[src/inc/acq_regs_pkg.sv]
// constants, types and field layout for the acquisition register bank
// ==========================================================================
// Operation
// - select top bit 0: differential pair 0/1, 2/3, 4/5 or 6/7 by low bits
// - polarity 0 makes the even line positive, 1 makes the odd line positive
// - select top bit 1: low three bits pick one positive line against ground
// - every register is eight bits; four user registers among reserved addresses
// - reset clears every bit of every user register
// - result is read-only at addresses zero and one
// - result is presented in two's complement or straight binary form per format bit
// - low byte: result bits 5..0 in D7-D2, D1 zero, D0 over-range flag
// - high byte: result bits 13..6 in D7-D0
// - result bits shift out msb or lsb first per bit-order select
// - over-range flag set when any amplifier limit is exceeded
// - limit register at address two is read-only, six flags, D7-D6 zero
// - D5 neg output low, D4 neg output high, D3 neg input high
// - D2 pos output low, D1 pos output high, D0 pos input high
// - control at address three: format D5, read-back D3-D2, divide D1-D0
// - format bit 0 gives two's complement, 1 gives straight binary
// - read-back 00 explicit, 01 msb first, 10 lsb first, 11 msb only; the code only stores this field, i_lsb_first sets the bit order
// - divide field divides the conversion clock by 2, 4, 8 or 16
package acq_regs_pkg;

    // ======================================================================
    // register map
    localparam logic [4:0] ADDR_RESULT_LOW  = 5'h00;
    localparam logic [4:0] ADDR_RESULT_HIGH = 5'h01;
    localparam logic [4:0] ADDR_LIMIT_FLAGS = 5'h02;
    localparam logic [4:0] ADDR_CONV_CTRL   = 5'h03;
    localparam logic [7:0] CONV_CTRL_RESET  = 8'h00;

    // ======================================================================
    // field positions
    localparam int CTRL_FORMAT_POS    = 5;
    localparam int CTRL_READBACK_LSB  = 2;
    localparam int CTRL_DIVIDE_LSB    = 0;
    localparam int LOW_RESULT_LSB     = 2;
    localparam int LOW_OVERRANGE_POS  = 0;
    localparam int RESULT_LOW_BITS    = 6;

    // ======================================================================
    // timing counts
    localparam logic [3:0] SHIFT_COUNT = 4'h8;
    // divider end counts: rising input edges between output toggles, less one
    localparam logic [2:0] DIV_TOP_BY1 = 3'h0;
    localparam logic [2:0] DIV_TOP_BY2 = 3'h1;
    localparam logic [2:0] DIV_TOP_BY4 = 3'h3;
    localparam logic [2:0] DIV_TOP_BY8 = 3'h7;

    // ======================================================================
    // read-back mode codes
    typedef enum logic [1:0] {
        READBACK_EXPLICIT  = 2'h0,
        READBACK_MSB_FIRST = 2'h1,
        READBACK_LSB_FIRST = 2'h2,
        READBACK_MSB_ONLY  = 2'h3
    } readback_mode_t;

    typedef struct packed {
        logic          straight_binary_select;
        readback_mode_t readback_mode_field;
        logic [1:0]    clock_divide_field;
    } conv_ctrl_t;

    typedef struct packed {
        logic neg_output_low_flag;
        logic neg_output_high_flag;
        logic neg_input_high_flag;
        logic pos_output_low_flag;
        logic pos_output_high_flag;
        logic pos_input_high_flag;
    } limit_flags_t;

    // line selection: positive line one-hot, negative line one-hot or all zero against ground, ground reference
    typedef struct packed {
        logic [7:0] pos_lines;
        logic [7:0] neg_lines;
        logic       ground_ref;
    } mux_sel_t;

    // register access request from the serial port logic
    typedef struct packed {
        logic       wr;
        logic       rd;
        logic [4:0] addr;
        logic [7:0] wdata;
    } reg_req_t;

endpackage

[src/core/acq_reg_bank.sv]
// register bank, mux decode, result formatting and clock divider
`timescale 1ns/1ps
`default_nettype none
module acq_reg_bank #(
    parameter int RESULT_WIDTH = 14
) (
    // clock, reset, enable
    input  wire logic                       i_clk,
    input  wire logic                       i_rst,
    input  wire logic                       i_ce,
    // register access
    input  wire acq_regs_pkg::reg_req_t     i_req,
    output logic [7:0]                      o_rdata,
    output logic                            o_rvalid,
    output logic                            o_hit,
    // serial bit order: 1 = lsb first
    input  wire logic                       i_lsb_first,
    // conversion inputs
    input  wire logic                       i_conv_done,
    input  wire logic [RESULT_WIDTH-1:0]    i_conv_result,
    input  wire acq_regs_pkg::limit_flags_t i_limit_flags,
    input  wire logic [3:0]                 i_mux_code,
    // conversion clock
    input  wire logic                       i_conversion_clock_input,
    // outputs
    output acq_regs_pkg::mux_sel_t          o_mux_sel,
    output logic                            o_divided_converter_clock,
    output acq_regs_pkg::conv_ctrl_t        o_ctrl,
    output logic                            o_shift_bit,
    output logic                            o_shift_valid
);
    import acq_regs_pkg::*;

    // ======================================================================
    // elaboration checks
    // byte packing is fixed to a fourteen-bit result split six and eight
    if (RESULT_WIDTH != 14) begin : g_bad_width
        $error("result width must be 14");
    end

    if (LOW_RESULT_LSB + RESULT_LOW_BITS != 8) begin : g_bad_low_split
        $error("low result field must end at bit 7");
    end

    if (RESULT_WIDTH - RESULT_LOW_BITS != 8) begin : g_bad_high_split
        $error("high result field must fill one byte");
    end

    // ======================================================================
    // state
    typedef struct packed {
        conv_ctrl_t      ctrl;
        logic [13:0]     result;
        logic            over_range;
        limit_flags_t    limits;
        mux_sel_t        mux;
        logic [7:0]      rdata;
        logic            rvalid;
        logic            hit;
        logic [7:0]      shreg;
        logic [3:0]      shcnt;
        logic            shbit;
        logic            shvalid;
        logic [2:0]      divcnt;
        logic            div_clk;
        logic            conv_clk_d;
    } state_t;

    state_t      st_reg;
    state_t      st_next;
    logic [13:0] fmt_result;
    logic [7:0]  low_byte;
    logic [7:0]  high_byte;
    logic [7:0]  ctrl_byte;
    logic [2:0]  div_top;
    logic        conv_clk_rise;
    logic        wr_ctrl;

    // ======================================================================
    // line selection decode
    function automatic mux_sel_t decode_mux(input logic [3:0] code);
        mux_sel_t s;
        s = '0;
        if (code[3]) begin
            s.pos_lines[code[2:0]] = 1'b1;
            s.ground_ref           = 1'b1;
        end else begin
            // even line positive unless polarity set
            s.pos_lines[{code[1:0], code[2]}]  = 1'b1;
            s.neg_lines[{code[1:0], ~code[2]}] = 1'b1;
        end
        return s;
    endfunction

    // ======================================================================
    // result packing
    // straight binary flips only the sign bit of the two's complement value
    function automatic logic [13:0] format_result(
        input logic [13:0] result,
        input logic        straight_binary
    );
        logic [13:0] f;
        f     = result;
        f[13] = result[13] ^ straight_binary;
        return f;
    endfunction

    // bit 1 stays zero from the clear
    function automatic logic [7:0] pack_low_byte(
        input logic [13:0] result,
        input logic        over_range
    );
        logic [7:0] b;
        b                                    = 8'h00;
        b[LOW_RESULT_LSB +: RESULT_LOW_BITS] = result[RESULT_LOW_BITS-1:0];
        b[LOW_OVERRANGE_POS]                 = over_range;
        return b;
    endfunction

    function automatic logic [7:0] pack_high_byte(input logic [13:0] result);
        logic [7:0] b;
        b = result[13:RESULT_LOW_BITS];
        return b;
    endfunction

    // ======================================================================
    // control register packing
    // unused bits read zero whatever was written to them
    function automatic logic [7:0] pack_ctrl_byte(input conv_ctrl_t c);
        logic [7:0] b;
        b                        = 8'h00;
        b[CTRL_FORMAT_POS]       = c.straight_binary_select;
        b[CTRL_READBACK_LSB +: 2] = c.readback_mode_field;
        b[CTRL_DIVIDE_LSB +: 2]  = c.clock_divide_field;
        return b;
    endfunction

    function automatic conv_ctrl_t unpack_ctrl(input logic [7:0] wdata);
        conv_ctrl_t c;
        c.straight_binary_select = wdata[CTRL_FORMAT_POS];
        c.readback_mode_field    =
            readback_mode_t'(wdata[CTRL_READBACK_LSB +: 2]);
        c.clock_divide_field     = wdata[CTRL_DIVIDE_LSB +: 2];
        return c;
    endfunction

    // ======================================================================
    // divider end count per divide code
    function automatic logic [2:0] divide_top(input logic [1:0] code);
        logic [2:0] t;
        unique case (code)
            2'h0: t = DIV_TOP_BY1;
            2'h1: t = DIV_TOP_BY2;
            2'h2: t = DIV_TOP_BY4;
            2'h3: t = DIV_TOP_BY8;
        endcase
        return t;
    endfunction

    function automatic logic is_result_addr(input logic [4:0] addr);
        return (addr == ADDR_RESULT_LOW) || (addr == ADDR_RESULT_HIGH);
    endfunction

    // ======================================================================
    // register contents
    always_comb begin
        fmt_result    = format_result(st_reg.result,
                                      st_reg.ctrl.straight_binary_select);
        low_byte      = pack_low_byte(fmt_result, st_reg.over_range);
        high_byte     = pack_high_byte(fmt_result);
        ctrl_byte     = pack_ctrl_byte(st_reg.ctrl);
        div_top       = divide_top(st_reg.ctrl.clock_divide_field);
        conv_clk_rise = i_conversion_clock_input && !st_reg.conv_clk_d;
        wr_ctrl       = i_req.wr && (i_req.addr == ADDR_CONV_CTRL);
    end

    // ======================================================================
    // next state
    always_comb begin
        st_next         = st_reg;
        st_next.rvalid  = 1'b0;
        st_next.shvalid = 1'b0;
        st_next.mux     = decode_mux(i_mux_code);

        // capture
        if (i_conv_done) begin
            st_next.result     = 14'(i_conv_result);
            st_next.limits     = i_limit_flags;
            st_next.over_range = |i_limit_flags;
        end

        // only the control register accepts writes; result and limits hold
        if (wr_ctrl) begin
            st_next.ctrl = unpack_ctrl(i_req.wdata);
        end

        // reads
        if (i_req.rd) begin
            st_next.rvalid = 1'b1;
            st_next.hit    = 1'b1;
            unique case (i_req.addr)
                ADDR_RESULT_LOW: begin
                    st_next.rdata = low_byte;
                end
                ADDR_RESULT_HIGH: begin
                    st_next.rdata = high_byte;
                end
                ADDR_LIMIT_FLAGS: begin
                    st_next.rdata = {2'h0, st_reg.limits};
                end
                ADDR_CONV_CTRL: begin
                    st_next.rdata = ctrl_byte;
                end
                default: begin
                    st_next.rdata = 8'h00;
                    st_next.hit   = 1'b0;
                end
            endcase
            // a new result read restarts any burst still in progress
            if (is_result_addr(i_req.addr)) begin
                st_next.shreg = st_next.rdata;
                st_next.shcnt = SHIFT_COUNT;
            end
        end else if (st_reg.shcnt != 4'h0) begin
            // serialise read result bytes in the chosen bit order
            st_next.shvalid = 1'b1;
            st_next.shcnt   = st_reg.shcnt - 4'h1;
            if (i_lsb_first) begin
                st_next.shbit = st_reg.shreg[0];
                st_next.shreg = {1'b0, st_reg.shreg[7:1]};
            end else begin
                st_next.shbit = st_reg.shreg[7];
                st_next.shreg = {st_reg.shreg[6:0], 1'b0};
            end
        end

        // divider advances on rising edges of the sampled conversion clock;
        // the sampled input must not exceed half the system clock rate
        st_next.conv_clk_d = i_conversion_clock_input;
        if (conv_clk_rise) begin
            if (st_reg.divcnt >= div_top) begin
                st_next.divcnt  = 3'h0;
                st_next.div_clk = ~st_reg.div_clk;
            end else begin
                st_next.divcnt  = st_reg.divcnt + 3'h1;
            end
        end
    end

    // ======================================================================
    // state register; all user bits clear on reset
    always_ff @(posedge i_clk or posedge i_rst) begin
        if (i_rst) begin
            st_reg <= '0;
        end else if (i_ce) begin
            st_reg <= st_next;
        end
    end

    // ======================================================================
    // outputs, all straight from the state register
    assign o_rdata                   = st_reg.rdata;
    assign o_rvalid                  = st_reg.rvalid;
    assign o_hit                     = st_reg.hit;
    assign o_mux_sel                 = st_reg.mux;
    assign o_divided_converter_clock = st_reg.div_clk;
    assign o_ctrl                    = st_reg.ctrl;
    assign o_shift_bit               = st_reg.shbit;
    assign o_shift_valid             = st_reg.shvalid;
endmodule
`default_nettype wire

[config.mk]
export PLATFORM = sky130hd
export DESIGN_NAME = acq_reg_bank
export DESIGN_NICKNAME = d
export VERILOG_FILES = /design/src/inc/acq_regs_pkg.sv /design/src/core/acq_reg_bank.sv
export SDC_FILE = /design/constraint.sdc
export NUM_CORES = 1
export LEC_CHECK = 0
export ABC_CLOCK_PERIOD_IN_PS = 6200
export BUFFER_PORTS_ARGS = -buffer_cell sky130_fd_sc_hd__buf_2
export CORE_MARGIN = 3
export CORE_UTILIZATION = 50
export CTS_CLUSTER_SIZE = 12
export DETAILED_ROUTE_END_ITERATION = 6
export PLACE_DENSITY = 0.77
export SKIP_CTS_REPAIR_TIMING = 1
export SLEW_MARGIN = 20
export SYNTH_ARGS = -nofsm -noshare
export SYNTH_HDL_FRONTEND = slang
export SYNTH_SLANG_ARGS = --single-unit
export TNS_END_PERCENT = 20
[constraint.sdc]
create_clock -name i_clk -period 6.2 [get_ports i_clk]
set_clock_uncertainty 0.15 [all_clocks]
set_input_delay 1.24 -clock i_clk [delete_from_list [all_inputs] [get_ports i_clk]]
set_output_delay 1.24 -clock i_clk [all_outputs]
set_load 0.05 [all_outputs]
==> impl_metrics.tcl <==
set metrics [dict create \
    antenna_found_initial 0 \
    final_cells 472 \
    max_freq_ghz 0.332 \
    placed_cells 456 \
    clk_latency_ns 0.35 \
    numCtsBuffers 9 \
    synth_common_cells "72 x dfrtp_1, 33 x mux2_2, 30 x buf_4" \
    worstMarginPinSlew_ns 0.885 \
    drtPass1Iterations 4 \
    clockBufferDepth 2 \
    clk_pin_slew_worst_paths_ns 0.08 \
    synth_top_area_share_pct 49.8 \
    yosysTopAreaCell "dfrtp_1" \
    cts_tree "built" \
    drt_first_iter_violations 128 \
    yosysWarnings 0 \
    htreeDepth 3 \
    largest_register_ffs 23 \
    r2r-start "st_reg[7]$_DFFE_PP0P_" \
    fin_crit_ns 3.01 \
    fillers 633 \
    multi_input_area_sq_um 1450 \
    synth_area_leaders "dfrtp_1 50%, mux2_2 10%, buf_4 6.2%" \
    ant_nets 0 \
    ios 80 \
    maxSlewViolCount 0 \
    vias 2494 \
    critPathMaxStageDelay_ns 0.42 \
    synthArstFlopShare_pct 100 \
    regArea_sq_um 1800 \
    cts_root_buf "clkbuf_8" \
    ff2ff_path_depth 7 \
    final_hold_viol_count 0 \
    ir_worst_vdd_v 0.000177 \
    synthDistinctLibCells 42 \
    portBuffers 76 \
    cp.arrival_ns 3.07 \
    fin_crit_sh_pct 48.6 \
    hold_class "flop to flop" \
    relSlewSlack_pct 41.0 \
    utilization_pct 58.5 \
    syn-num-nets 380 \
    routed_wl_um 7100 \
    dp_slack_ns 2.83 \
    critPathSlowestCell "nand2_1" \
    antennaDiodeCount 0 \
    total_power_w 0.00137 \
    gr-total-overflow 0 \
    dpl.hpwl_um 5000 \
    core_area_sq_um 6910 \
    drc 0 \
    grt_pass1_vias 2496 \
    track_usage_pct 18.6 \
    layout_setup_ws_ns 3.19 \
    finalSetupViolations 0 \
    critPathCaptureType "flop" \
    area_growth_pct 11.7 \
    path_max_fanout 32 \
    grt_max_degree 73 \
    synth_edf_count 0 \
    crit_chain "buf_2, nand2_1, nor3_4, or2_1, mux2i_1" \
    gp_congestion 0.799 \
    leakage_nw 1.92 \
    finalNetCount 422 \
    die-area_sq_um 8290 \
    maxCapViolations 0 \
    cp-start-kind "primary input" \
    min-delay-start "o_divided_converter_clock$_DFFE_PP0P_" \
    core.rowCount 30 \
    synth-seq-area-share_pct 49.8 \
    setup_tns_ns 0 \
    power.density_nw_per_um2 339 \
    required_ns 6.26 \
    grt_pass1_wl_um 12200 \
    holdPathStages 1 \
    synth_most_common_cell "dfrtp_1" \
    ys.flop_type "dfrtp_1" \
    die-width_um 91.1 \
    status "finished clean" \
    synthCells 329 \
    wire_per_inst_um 15.0 \
    avgSynthCellArea_sq_um 11.0 \
    cts.sinks 72 \
    yosys_register_bits 72 \
    min_to "o_divided_converter_clock$_DFFE_PP0P_" \
    rr_endpoint "st_reg[7]$_DFFE_PP0P_" \
    r2r_setup_slack_ns 4.13 \
    crit_type "primary input to flop" \
    synth_area_sq_um 3620 \
    drive_gt1_share_pct 36.7 \
    dieHeight_um 91.1 \
    rsz0062_at_grt "no" \
    initial_utilization_pct 52.4 \
    routed_via_density 5.28 \
]
-- layout make-up --
class	instances	share of cell area, %
tap	96	2.97
sequential	72	44.6
multi-input combinational	193	36.0
inverter	17	1.58
timing repair buffer	78	9.79
clock inverter	6	1.67
clock buffer	10	3.41
-- report_power, final --
group | internal (W) | leakage (nW) | total (W) | switching (W)
sequential | 0.000557 | 0.905 | 0.000617 | 0.0000604
combinational | 0.000149 | 0.921 | 0.000369 | 0.000220
clock | 0.000198 | 0.0989 | 0.000384 | 0.000186
-- layout by cell type, fill, tap and decap left out, types with 2 or more instances in the layout --
| cell | n |
|---|---|
| nor2_1 | 13 |
| nand4_1 | 3 |
| dfrtp_1 | 72 |
| a22o_1 | 7 |
| clkbuf_8 | 10 |
| nand3b_1 | 3 |
| nor2b_1 | 7 |
| mux4_2 | 4 |
| clkinvlp_4 | 2 |
| mux2i_1 | 8 |
| nand2_1 | 25 |
| a21oi_1 | 13 |
| nand3_1 | 6 |
| nor3b_1 | 3 |
| o31ai_1 | 2 |
| buf_4 | 2 |
| ha_1 | 6 |
| a22oi_1 | 6 |
| o21ai_0 | 17 |
| buf_2 | 76 |
| o2bb2ai_1 | 6 |
| a21o_1 | 2 |
| inv_1 | 16 |
| xnor2_1 | 2 |
| or4_1 | 2 |
| mux2_2 | 33 |
| nor3_1 | 11 |
-- metal layers --
| layer | track usage [%] | vias to the layer above | part of all wire [%] |
|---|---|---|---|
| li1 | - | 1215 | - |
| met4 | 7.29 | 0 | 1.7 |
| met1 | 25.3 | 1208 | 45 |
| met3 | 4.39 | 9 | 4.9 |
| met5 | 0 | - | 0 |
| met2 | 29.0 | 62 | 49 |
-- cells by family after synthesis --
| logic type | synth area share (%) |
|---|---|
| and+or+nand+nor | 11.6 |
| DFF | 49.8 |
| buffers and inverters | 10.0 |
| AOI/OAI and AO/OA | 11.1 |
| muxes | 15.0 |
| adders and majority gates | 2.08 |
| xor gates and xnor gates | 0.484 |
-- worst max-delay path, delay by kind of cell --
| kind | cells | cell delay (ns) |
|---|---|---|
| buffers and inverters | 1 | 0.41 |
| AND/OR/NAND/NOR | 3 | 1.26 |
| multiplexers | 1 | 0.15 |
-- metrics by stage --
step	cell area [sq um]	hold slack, ns
floorplan	3620	0.295
global placement	3830	0.304
detailed placement	3830	0.307
CTS	4040	0.321
global route	4040	0.353
finish	4040	0.314
-- how the worst max path moves through the flow --
| stage | startpoint | end | slack (ns) | depth (start not counted) |
|---|---|---|---|---|
| 2_1_floorplan | i_rst | fmt_result[0]$_DFFE_PP0P_ | 2.99 | 1 |
| 3_3_place_gp | i_ce | st_reg[7]$_DFFE_PP0P_ | 2.87 | 5 |
| 3_5_place_dp | i_ce | st_reg[7]$_DFFE_PP0P_ | 2.83 | 5 |
| 4_1_cts | i_ce | st_reg[7]$_DFFE_PP0P_ | 3.20 | 5 |
| 5_1_grt | i_ce | st_reg[11]$_DFFE_PP0P_ | 2.99 | 5 |
| 6_report | i_ce | st_reg[7]$_DFFE_PP0P_ | 3.19 | 5 |
Power figures use the tool's default switching activity.
